File: config.mk
export PLATFORM = sky130hd
export DESIGN_NAME = spgc_top
export DESIGN_NICKNAME = d
export VERILOG_FILES = /design/src/rtl/spgc_parity_unit.v /design/src/rtl/spgc_top.v
export VERILOG_INCLUDE_DIRS = /design/src /design/src/rtl
export SDC_FILE = /design/constraint.sdc
export NUM_CORES = 1
export LEC_CHECK = 0
export BUFFER_PORTS_ARGS = -buffer_cell sky130_fd_sc_hd__buf_2
export CAP_MARGIN = 25
export CORE_MARGIN = 3
export CORE_UTILIZATION = 45
export CTS_CLUSTER_SIZE = 12
export DETAILED_ROUTE_END_ITERATION = 7
export PLACE_DENSITY = 0.75
export SLEW_MARGIN = 20
export SYNTH_ARGS = -nofsm -noshare
export SYNTH_HDL_FRONTEND = slang
export SYNTH_SLANG_ARGS = --single-unit
File: constraint.sdc
create_clock -name sys_clk -period 1.5 [get_ports sys_clk]
set_input_delay 0.45 -clock sys_clk [delete_from_list [all_inputs] [get_ports sys_clk]]
set_output_delay 0.45 -clock sys_clk [all_outputs]
set_load 0.1 [all_outputs]
File: src/rtl/spgc_defines.vh
/*
 Constants for the serial parity generate and check block: register
 offsets, field positions, reset values and the character width.
 Assumes inclusion by bare name from the design files of this block.
*/
//
// Contract
// - With parity enabled in asynchronous mode a parity bit is added on transmit and checked on receive, otherwise neither.
// - After reset parity addition and checking are off because the enable bit resets to 0.
// - In clocked synchronous mode no parity is generated or checked whatever the enable bit holds.
// - The odd-select bit picks even parity at 0, its reset value, and odd parity at 1.
// - The odd-select bit is ignored in synchronous mode and while parity is disabled.
// - Even parity makes data ones plus the parity bit an even count on transmit and checks it on receive.
// - Odd parity makes data ones plus the parity bit an odd count on transmit and checks it on receive.
`ifndef SPGC_DEFINES_VH
`define SPGC_DEFINES_VH

// ----------------------------------------------------------------------
// Register offsets
// ----------------------------------------------------------------------
`define SPGC_ADDR_W        4
`define SPGC_OFS_MODE      4'h0
`define SPGC_OFS_STATUS    4'h1
`define SPGC_OFS_COUNT     4'h2

// ----------------------------------------------------------------------
// Field positions
// ----------------------------------------------------------------------
`define SPGC_BIT_SYNC      0
`define SPGC_BIT_ODD       4
`define SPGC_BIT_ENABLE    5
`define SPGC_BIT_PERR      0
`define SPGC_BIT_ACTIVE    1

// ----------------------------------------------------------------------
// Reset values and widths
// ----------------------------------------------------------------------
`define SPGC_MODE_RST      8'h00
`define SPGC_COUNT_RST     8'h00
`define SPGC_DATA_W        8

`endif

File: src/rtl/spgc_parity_unit.v
/*
 Parity generator and checker for one character, with a registered result.
 Assumes data and controls come from logic on the same clock.
*/
`timescale 1ns/1ns
`include "spgc_defines.vh"

module spgc_parity_unit
(
   // Clock and reset
   input  wire                    sys_clk,
   input  wire                    resetn,
   input  wire                    clk_en,
   // Controls
   input  wire                    active,
   input  wire                    odd_sel,
   // Transmit side
   input  wire                    tx_valid,
   input  wire [`SPGC_DATA_W-1:0] tx_data,
   output reg                     tx_par_ff,
   output reg                     tx_par_vld_ff,
   // Receive side
   input  wire                    rx_valid,
   input  wire [`SPGC_DATA_W-1:0] rx_data,
   input  wire                    rx_par,
   output reg                     rx_err_ff
);

   // ----------------------------------------------------------------------
   // Parity of the data ones, flipped for odd parity.
   // ----------------------------------------------------------------------
   function calc_par;
      input [`SPGC_DATA_W-1:0] d;
      input                    odd;
      begin
         calc_par = (^d) ^ odd;
      end
   endfunction

   always @(posedge sys_clk or negedge resetn)
   begin
      if (!resetn)
      begin
         tx_par_ff     <= 1'b0;
         tx_par_vld_ff <= 1'b0;
         rx_err_ff     <= 1'b0;
      end
      else if (clk_en)
      begin
         tx_par_ff     <= active & tx_valid & calc_par(tx_data, odd_sel);
         tx_par_vld_ff <= active & tx_valid;
         rx_err_ff     <= active & rx_valid & (calc_par(rx_data, odd_sel) != rx_par);
      end
   end

endmodule

File: src/rtl/spgc_top.v
/*
 Serial parity generate and check block with a small register port.
 Assumes the transmit and receive framers run on sys_clk and present
 one character per valid pulse; the register master is on sys_clk.
*/
`timescale 1ns/1ns
`include "spgc_defines.vh"

module spgc_top
(
   // Clock, reset and enable
   input  wire                    sys_clk,
   input  wire                    resetn,
   input  wire                    clk_en,
   // Register port
   input  wire [`SPGC_ADDR_W-1:0] reg_addr,
   input  wire [7:0]              reg_wdata,
   input  wire                    reg_wr,
   input  wire                    reg_rd,
   output reg  [7:0]              reg_rdata_ff,
   // Transmit framer
   input  wire                    tx_valid,
   input  wire [`SPGC_DATA_W-1:0] tx_data,
   output reg                     tx_par_bit_ff,
   output reg                     tx_par_add_ff,
   // Receive framer
   input  wire                    rx_valid,
   input  wire [`SPGC_DATA_W-1:0] rx_data,
   input  wire                    rx_par,
   output reg                     rx_par_err_ff,
   // Status
   output reg                     parity_err_ff
);

   // ----------------------------------------------------------------------
   // Control register and derived enables
   // ----------------------------------------------------------------------
   reg  [7:0] mode_ff;
   reg  [7:0] err_count_ff;
   wire       parity_enable     = mode_ff[`SPGC_BIT_ENABLE];
   wire       parity_odd_select = mode_ff[`SPGC_BIT_ODD];
   wire       sync_mode         = mode_ff[`SPGC_BIT_SYNC];
   wire       active            = parity_enable & ~sync_mode;
   wire       odd_eff           = active & parity_odd_select;
   wire       unit_par;
   wire       unit_vld;
   wire       unit_err;
   wire       clr_hit;

   always @(posedge sys_clk or negedge resetn)
   begin
      if (!resetn)
         mode_ff <= `SPGC_MODE_RST;
      else if (clk_en && reg_wr && reg_addr == `SPGC_OFS_MODE)
         mode_ff <= reg_wdata;
   end

   // ----------------------------------------------------------------------
   // Parity unit
   // ----------------------------------------------------------------------
   spgc_parity_unit spgc_parity_unit_inst
   (
      .sys_clk       (sys_clk),
      .resetn        (resetn),
      .clk_en        (clk_en),
      .active        (active),
      .odd_sel       (odd_eff),
      .tx_valid      (tx_valid),
      .tx_data       (tx_data),
      .tx_par_ff     (unit_par),
      .tx_par_vld_ff (unit_vld),
      .rx_valid      (rx_valid),
      .rx_data       (rx_data),
      .rx_par        (rx_par),
      .rx_err_ff     (unit_err)
   );

   // ----------------------------------------------------------------------
   // Outputs and sticky error, set wins over clear
   // ----------------------------------------------------------------------
   assign clr_hit = reg_wr && reg_addr == `SPGC_OFS_STATUS && reg_wdata[`SPGC_BIT_PERR];

   always @(posedge sys_clk or negedge resetn)
   begin
      if (!resetn)
      begin
         tx_par_bit_ff <= 1'b0;
         tx_par_add_ff <= 1'b0;
         rx_par_err_ff <= 1'b0;
         parity_err_ff <= 1'b0;
         err_count_ff  <= `SPGC_COUNT_RST;
      end
      else if (clk_en)
      begin
         tx_par_bit_ff <= unit_par;
         tx_par_add_ff <= unit_vld;
         rx_par_err_ff <= unit_err;
         if (unit_err)
         begin
            parity_err_ff <= 1'b1;
            err_count_ff  <= err_count_ff + 8'h01;
         end
         else if (clr_hit)
            parity_err_ff <= 1'b0;
         if (reg_wr && reg_addr == `SPGC_OFS_COUNT)
            err_count_ff <= `SPGC_COUNT_RST;
      end
   end

   // ----------------------------------------------------------------------
   // Read port, data one cycle after the strobe
   // ----------------------------------------------------------------------
   always @(posedge sys_clk or negedge resetn)
   begin
      if (!resetn)
         reg_rdata_ff <= 8'h00;
      else if (clk_en)
      begin
         reg_rdata_ff <= 8'h00;
         if (reg_rd)
         begin
            case (reg_addr)
               `SPGC_OFS_MODE:   reg_rdata_ff <= mode_ff;
               `SPGC_OFS_STATUS: reg_rdata_ff <= {6'h00, active, parity_err_ff};
               `SPGC_OFS_COUNT:  reg_rdata_ff <= err_count_ff;
               default:          reg_rdata_ff <= 8'h00;
            endcase
         end
      end
   end

endmodule

==> flow_metrics.tcl, run 1 <==
set metrics [dict create \
    critical_path.top_delay_family "flip-flops" \
    synth_top_area_share 0.493 \
    worstMarginPinSlew_ns 0.255 \
    wl_met2_um 1810 \
    hold_ws_ns 0.0588 \
    start_kind "flip-flop" \
    timing.critical_path.required_ns 1.05 \
    slew_headroom 0.827 \
    yosysSeqAreaShare 0.493 \
    vdd_drop_max_mv 0.658 \
    synth_seq_cells 31 \
    syn-num-nets 176 \
    slowest_stage "dfrtp_1" \
    wl_um 3440 \
    post-route-drc-count 0 \
    cts_sinks 31 \
    vias 1259 \
    slowest_delay_ns 0.44 \
    drive_above_1_share 0.393 \
    total_power_mw 2.18 \
    die_w_um 65.1 \
    cts_post_setup_buffers_inserted 0 \
    hold_path_class "input port to asynchronous set/reset pin" \
    yosys.area.top_type "dfrtp_1" \
    drt-initial-drc-count 32 \
    cts_hold_buf 0 \
    grt_pass1_vias 1380 \
    cts_made_buffers 5 \
    clock_latency_ns 0.32 \
    ys_top_cells_by_area "dfrtp_1, mux2_2, xor2_1" \
    diodes 0 \
    period_needed_ns 1.42 \
    arrival_ns 0.97 \
    status "finished, final reports clean" \
    highest_layer "met4" \
    cp-startpoint "parity_err_ff" \
    synth.distinct_cells 27 \
    clkTransAtPathRegs_ns 0.08 \
    cp_num_buf_inv 1 \
    io_buffers 47 \
    synth_common_cells "dfrtp_1, inv_1, mux2_2" \
    placementRows 20 \
    wl_per_cell_um 14.0 \
    synth_cells 139 \
    fin_area_um2 2170 \
    wl_met3_um 133 \
    final_cells 245 \
    vias_per_cell 5.14 \
    path_cells "buf_12" \
    grt.total_usage 0.184 \
    cts_resized 0 \
    grt_max_degree 32 \
    path_max_fanout 3 \
    finalNetCount 239 \
    place_congestion 0.923 \
    placed_cells 239 \
    grt-ovfl-total 0 \
    final-setup-viol-count 0 \
    maxCapViolCount 0 \
    finalCritPeriodShare 0.947 \
    clockBufferDepth 2 \
    fillers 261 \
    die_area_um2 4240 \
    die_h_um 65.1 \
    synth_warnings 0 \
    cts_tree "built" \
    clockRootBuffer "clkbuf_4" \
    start_util 0.491 \
    max_freq_mhz 704 \
    final.setup.tns_ns 0 \
    post_dp_cell_area_um2 2130 \
    rsz0062_at_grt "false" \
    cellLeakagePower_nw 1.04 \
    firstDrtPassIters 4 \
    ys_async_sr_fraction 1.00 \
    ant_nets 0 \
    crit_path_end_kind "output pin" \
    htree_levels 2 \
    antenna_found_initial 0 \
    r2r_start "mode_ff[0]" \
    critPathKind "flip-flop to output pin" \
    hpwlAfterDp_um 2760 \
    power_density_nw_per_um2 1000 \
    drv_slew 0 \
    met1_length_um 1390 \
    core_area_um2 3200 \
    post-synth-top-count-cell "dfrtp_1" \
    synthFlopType "dfrtp_1" \
    syn_avg_cell_area_um2 11.3 \
    grt_pass1_wl_um 5950 \
    netlist_area_um2 1570 \
    hold_viol_final 0 \
    synth-edff-count 0 \
    area_growth_pct 38.1 \
    io_pins 48 \
    clock_skew_ns 0.00465 \
]
## cell usage in the layout, fill, tap and decap left out, drive strengths merged, types with 2 or more instances in the layout
cell,Yosys,routed
a22oi,2,2
and3,2,2
buf,2,60
clkbuf,2,6
dfrtp,31,31
inv,12,12
mux2,12,12
mux2i,6,6
nand2,8,8
nand3,7,7
nand4,4,4
nor2,8,8
nor3,2,2
nor4b,2,2
o21ai,2,2
o22ai,10,10
xnor2,9,9
xnor3,2,2
xor2,11,11
## final cells by class
cell class	count	area, um^2	share of cell area
timing repair buffer	60	526	0.242
inverter	12	45.0	0.0207
tap	44	55.1	0.0253
clock buffer	6	41.3	0.0190
multi-input combinational	92	729	0.336
sequential	31	776	0.357
## routing by layer
metal	track usage	vias to the layer above
met5	0	-
met4	0.0855	0
met3	0.0359	14
met2	0.336	28
met1	0.206	613
li1	-	604
## logic make-up after synthesis
| family | share of synthesized area |
|---|---|
| flops | 0.493 |
| xor+xnor | 0.140 |
| buf+inv | 0.0453 |
| compound gates | 0.0589 |
| fa+ha+maj | 0.00795 |
| simple gates | 0.130 |
| mux | 0.124 |
## state kept, by name (all words and copies together), names as in the netlist
register and flops:
parity_err_ff 1, spgc_parity_unit_inst.tx_par_ff 1, tx_par_add_ff 1, tx_par_bit_ff 1, reg_rdata_ff 8, spgc_parity_unit_inst.tx_par_vld_ff 1, mode_ff 8, rx_par_err_ff 1
err_count_ff 8, spgc_parity_unit_inst.rx_err_ff 1
## power breakdown
part / total (mW) / switching [mW] / internal (mW)
Combinational: 0.714 / 0.377 / 0.338
Sequential: 1.05 / 0.113 / 0.939
Clock: 0.415 / 0.249 / 0.166
Total: 2.18 / 0.739 / 1.44
## path summary, 6_finish.rpt
path	to	slack, ns	depth (start not counted)
worst max-delay path	parity_err_ff	0.08	1
worst min-delay path	reg_rdata_ff[7]	0.06	2
worst max register to register	spgc_parity_unit_inst.rx_err_ff	0.16	4
worst min register to register	tx_par_bit_ff	0.51	1
max in group asynchronous	mode_ff[7]	1.28	2
min in group sys_clk	mode_ff[6]	0.36	2
## metrics by stage
stage / setup slack (ns) / util
global route: 0.0460 / 0.678
floorplan: -0.0312 / -
detailed placement: -0.159 / 0.665
global placement: -0.114 / 0.665
finish: 0.0796 / 0.678
CTS: 0.0786 / 0.678
Note: power is estimated with default switching activity, not from simulation.
==> run 2: changes to the inputs <==
CORE_UTILIZATION = 28   (was 45)
PLACE_DENSITY = 0.53   (was 0.75)
==> flow_metrics.tcl, run 2 (same netlist as run 1, synthesis figures left out) <==
set metrics [dict create \
    slowest_delay_ns 0.34 \
    p_clk_frac 0.324 \
    crit_path_end_kind "flip-flop" \
    diodes 0 \
    path_cells "buf_2 > nor2_1 > nor4b_4 > buf_4 > mux2_2" \
    period_needed_ns 1.36 \
    drt-initial-drc-count 71 \
    drv_slew 0 \
    p_int_mw 1.83 \
    wl_met3_um 166 \
    grt_max_degree 32 \
    r2r_start "mode_ff[0]" \
    cts_tree "built" \
    arrival_ns 1.52 \
    vias_per_cell 4.44 \
    hold_path_class "input port to asynchronous set/reset pin" \
    finalCritPeriodShare 0.904 \
    grt.total_usage 0.124 \
    clockRootBuffer "clkbuf_8" \
    met1_length_um 1570 \
    hold_viol_final 0 \
    critPathKind "input port to flip-flop" \
    slowest_stage "mux2_2" \
    slew_headroom 0.743 \
    final_common_cell "buf_2" \
    drive_above_1_share 0.415 \
    power_density_nw_per_um2 1140 \
    die_h_um 80.9 \
    largestRegisters "err_count_ff: 8 flops, mode_ff: 8 flops, reg_rdata_ff: 8 flops" \
    clockBufferDepth 2 \
    status "finished, final reports clean" \
    timing.critical_path.required_ns 1.67 \
    cp-startpoint "reg_addr[3]" \
    wl_um 3620 \
    die_area_um2 6550 \
    cts_resized 0 \
    start_util 0.298 \
    layout_common_cells "buf_2, dfrtp_1, buf_4" \
    maxCapViolCount 0 \
    max_freq_mhz 737 \
    cellLeakagePower_nw 1.10 \
    start_kind "input port" \
    grt_pass1_vias 1293 \
    finalNetCount 243 \
    hpwlAfterDp_um 2850 \
    clock_latency_ns 0.28 \
    vdd_drop_max_mv 0.531 \
    final.setup.tns_ns 0 \
    final-setup-viol-count 0 \
    ant_nets 0 \
    io_pins 48 \
    grt-ovfl-total 0 \
    critical_path.top_delay_family "simple AND/OR/NAND/NOR gates" \
    clock_skew_ns 0.00328 \
    fin_ws_ns 0.144 \
    clkTransAtPathRegs_ns 0.06 \
    firstDrtPassIters 4 \
    post-route-drc-count 0 \
    die_w_um 80.9 \
    antenna_found_initial 0 \
    highest_layer "met4" \
    grt_pass1_wl_um 6140 \
    pwr-share-seq 0.395 \
    netSwitchingPower_mw 0.794 \
    total_power_mw 2.62 \
    io_buffers 47 \
    place_congestion 0.762 \
    cp_num_buf_inv 2 \
    placementRows 26 \
    wl_met2_um 1810 \
    worstMarginPinSlew_ns 0.382 \
    comb_power_share 0.281 \
    area_growth_pct 46.9 \
    path_max_fanout 5 \
    cts_sinks 31 \
    cts_post_setup_buffers_inserted 0 \
    core_area_um2 5270 \
    htree_levels 2 \
    rsz0062_at_grt "false" \
    vias 1231 \
    cts_hold_buf 0 \
    swShare 0.303 \
    dp_slack_ns -0.141 \
    cts_made_buffers 5 \
    wl_per_cell_um 13.1 \
]
-- run 2: cell types whose count changed in the layout (fill, tap and decap cells not counted), sizes merged --
cell,previous run,this run
bufinv,0,1
clkinv,0,1
buf,60,64
-- run 2: final timing paths --
check	to	slack, ns	cells after the start
worst max-delay path	mode_ff[7]	0.14	5
worst min-delay path	spgc_parity_unit_inst.tx_par_ff	0.17	2
worst max register to register	spgc_parity_unit_inst.rx_err_ff	0.18	4
worst min register to register	mode_ff[3]	0.51	1
max in group asynchronous	mode_ff[4]	1.04	2
min in group sys_clk	mode_ff[6]	0.40	2
-- run 2: power groups by stage --
stage	Combinational, mW	Sequential, mW	Clock (mW)
floorplan	0.287	1.21	0
global placement	0.737	1.05	0
detailed placement	0.747	1.06	0
CTS	0.748	1.04	0.868
global route	0.796	1.05	0.901
finish	0.737	1.04	0.851
-- run 2: stage by stage --
step / std cells / hold slack (ns) / area (um^2) / utilization
detailed placement: 269 / 0.492 / 2190 / 0.416
finish: 277 / 0.171 / 2310 / 0.439
global route: 277 / 0.202 / 2310 / 0.439
CTS: 277 / 0.190 / 2310 / 0.439
floorplan: 139 / 0.154 / 1580 / -
global placement: 269 / 0.489 / 2190 / 0.416
-- run 2: layer usage --
layer | up-vias | GRT usage
li1 | 612 | -
met3 | 6 | 0.0344
met4 | 0 | 0.0507
met2 | 25 | 0.213
met1 | 588 | 0.147
met5 | - | 0
-- run 2: area by class of cell --
type / instances / area [um^2]
inverter: 12 / 45.0
clock buffer: 6 / 82.6
timing repair buffer: 64 / 556
sequential: 31 / 776
clock inverter: 2 / 35.0
multi-input combinational: 92 / 729
fill: 525 / 2960
tap: 70 / 87.6
-- run 2: worst register-to-register path, delay by kind of cell (launching register included) --
family           cells  cell delay (ns)
flip-flops           1             0.37
XOR/XNOR             2             0.58
AO/OA/AOI/OAI        1             0.11
AND/OR/NAND/NOR      1             0.18
==> run 3: changes to the inputs <==
RECOVER_POWER = 50   (was default)
==> flow_metrics.tcl, run 3 (same netlist as run 1, synthesis figures left out) <==
set metrics [dict create \
    io_buffers 47 \
    cts_tree "built" \
    dp_slack_ns -0.141 \
    path_max_fanout 5 \
    regArea_um2 776 \
    clock_latency_ns 0.28 \
    cts_post_setup_buffers_inserted 0 \
    place_congestion 0.762 \
    fillers 526 \
    slew_headroom 0.499 \
    largestRegisters "err_count_ff: 8 flops, mode_ff: 8 flops, reg_rdata_ff: 8 flops" \
    fin_ws_ns 0.144 \
    grt-ovfl-total 0 \
    grt_pass1_wl_um 6140 \
    post-route-drc-count 0 \
    post_dp_cell_area_um2 2190 \
    path_cells "buf_2 > nor2_1 > nor4b_4 > buf_4 > mux2_2" \
    total_power_mw 2.62 \
    maxCapViolCount 0 \
    clkTransAtPathRegs_ns 0.06 \
    hold_path_class "input port to asynchronous set/reset pin" \
    area_growth_pct 46.5 \
    fin_area_um2 2300 \
    grt_max_degree 32 \
    placementRows 26 \
    grt_pass1_vias 1293 \
    critPathKind "input port to flip-flop" \
    die_w_um 80.9 \
    ff2ff_setup_slack_ns 0.18 \
    timing.critical_path.required_ns 1.67 \
    hold_viol_final 0 \
    cellLeakagePower_nw 1.09 \
    vdd_drop_max_mv 0.531 \
    die_area_um2 6550 \
    finalNetCount 243 \
    arrival_ns 1.52 \
    ant_nets 0 \
    period_needed_ns 1.36 \
    die_h_um 80.9 \
    diodes 0 \
    htree_levels 2 \
    clockRootBuffer "clkbuf_8" \
    slowest_stage "mux2_2" \
    cts_resized 0 \
    clock_skew_ns 0.00335 \
    status "finished, final reports clean" \
    core_area_um2 5270 \
    final-setup-viol-count 0 \
    cts_hold_buf 0 \
    power_density_nw_per_um2 1140 \
    wl_um 3620 \
    finalCritPeriodShare 0.904 \
    hpwlAfterDp_um 2850 \
    cts_sinks 31 \
    start_util 0.298 \
    wl_per_cell_um 13.1 \
    cts_made_buffers 5 \
    vias_per_cell 4.44 \
    worstMarginPinSlew_ns 0.752 \
    start_kind "input port" \
    grt.total_usage 0.124 \
    max_freq_mhz 737 \
    multi_input_area_um2 729 \
    slowest_delay_ns 0.34 \
    drive_above_1_share 0.406 \
    rsz0062_at_grt "false" \
    vias 1231 \
    antenna_found_initial 0 \
    layout_common_cells "buf_2, dfrtp_1, buf_4" \
    drv_slew 0 \
    clockBufferDepth 2 \
    final_common_cell "buf_2" \
    io_pins 48 \
    firstDrtPassIters 4 \
    drt-initial-drc-count 69 \
    crit_path_end_kind "flip-flop" \
]
run 3: worst paths after layout:
path / depth (start not counted) / startpoint / end
worst max-delay path: 5 / reg_addr[3] / mode_ff[7]
worst min-delay path: 2 / resetn / spgc_parity_unit_inst.tx_par_ff
worst max register to register: 4 / mode_ff[0] / spgc_parity_unit_inst.rx_err_ff
worst min register to register: 1 / mode_ff[3] / mode_ff[3]
max in group asynchronous: 2 / resetn / mode_ff[4]
min in group sys_clk: 2 / reg_wdata[6] / mode_ff[6]
run 3: layout make-up:
| cell class | count | share of cell area |
|---|---|---|
| inverters | 12 | 0.0196 |
| multi-input cells | 92 | 0.317 |
| clock inverters | 2 | 0.0152 |
| well taps | 70 | 0.0380 |
| repair buffers | 64 | 0.238 |
| flip-flops and latches | 31 | 0.337 |
| clock buffers | 6 | 0.0359 |
run 3: per-layer routing:
layer / vias to the layer above / share of wire / GRT usage
met5: - / 0 / 0
met4: 0 / 0.019 / 0.0507
met3: 6 / 0.044 / 0.0344
met2: 25 / 0.50 / 0.213
met1: 588 / 0.44 / 0.147
li1: 612 / - / -
run 3: power breakdown:
group | total [mW] | internal (mW) | switching [mW]
Clock | 0.851 | 0.537 | 0.314
Sequential | 1.04 | 0.941 | 0.0954
Combinational | 0.735 | 0.350 | 0.384
Total | 2.62 | 1.83 | 0.794
run 3: per-stage QoR:
stage	setup TNS, ns	util	hold WS (ns)	std cells
5_1_grt	0	0.437	0.377	277
6_report	0	0.437	0.308	277
3_5_place_dp	-1.33	0.416	0.492	269
2_1_floorplan	-0.218	-	0.154	139
4_1_cts	0	0.439	0.190	277
3_3_place_gp	-1.24	0.416	0.489	269
run 3: worst max-delay path: cells and delay by family:
family        cells  cell delay (ns)
buf+inv           2             0.30
simple gates      2             0.43
mux               1             0.34
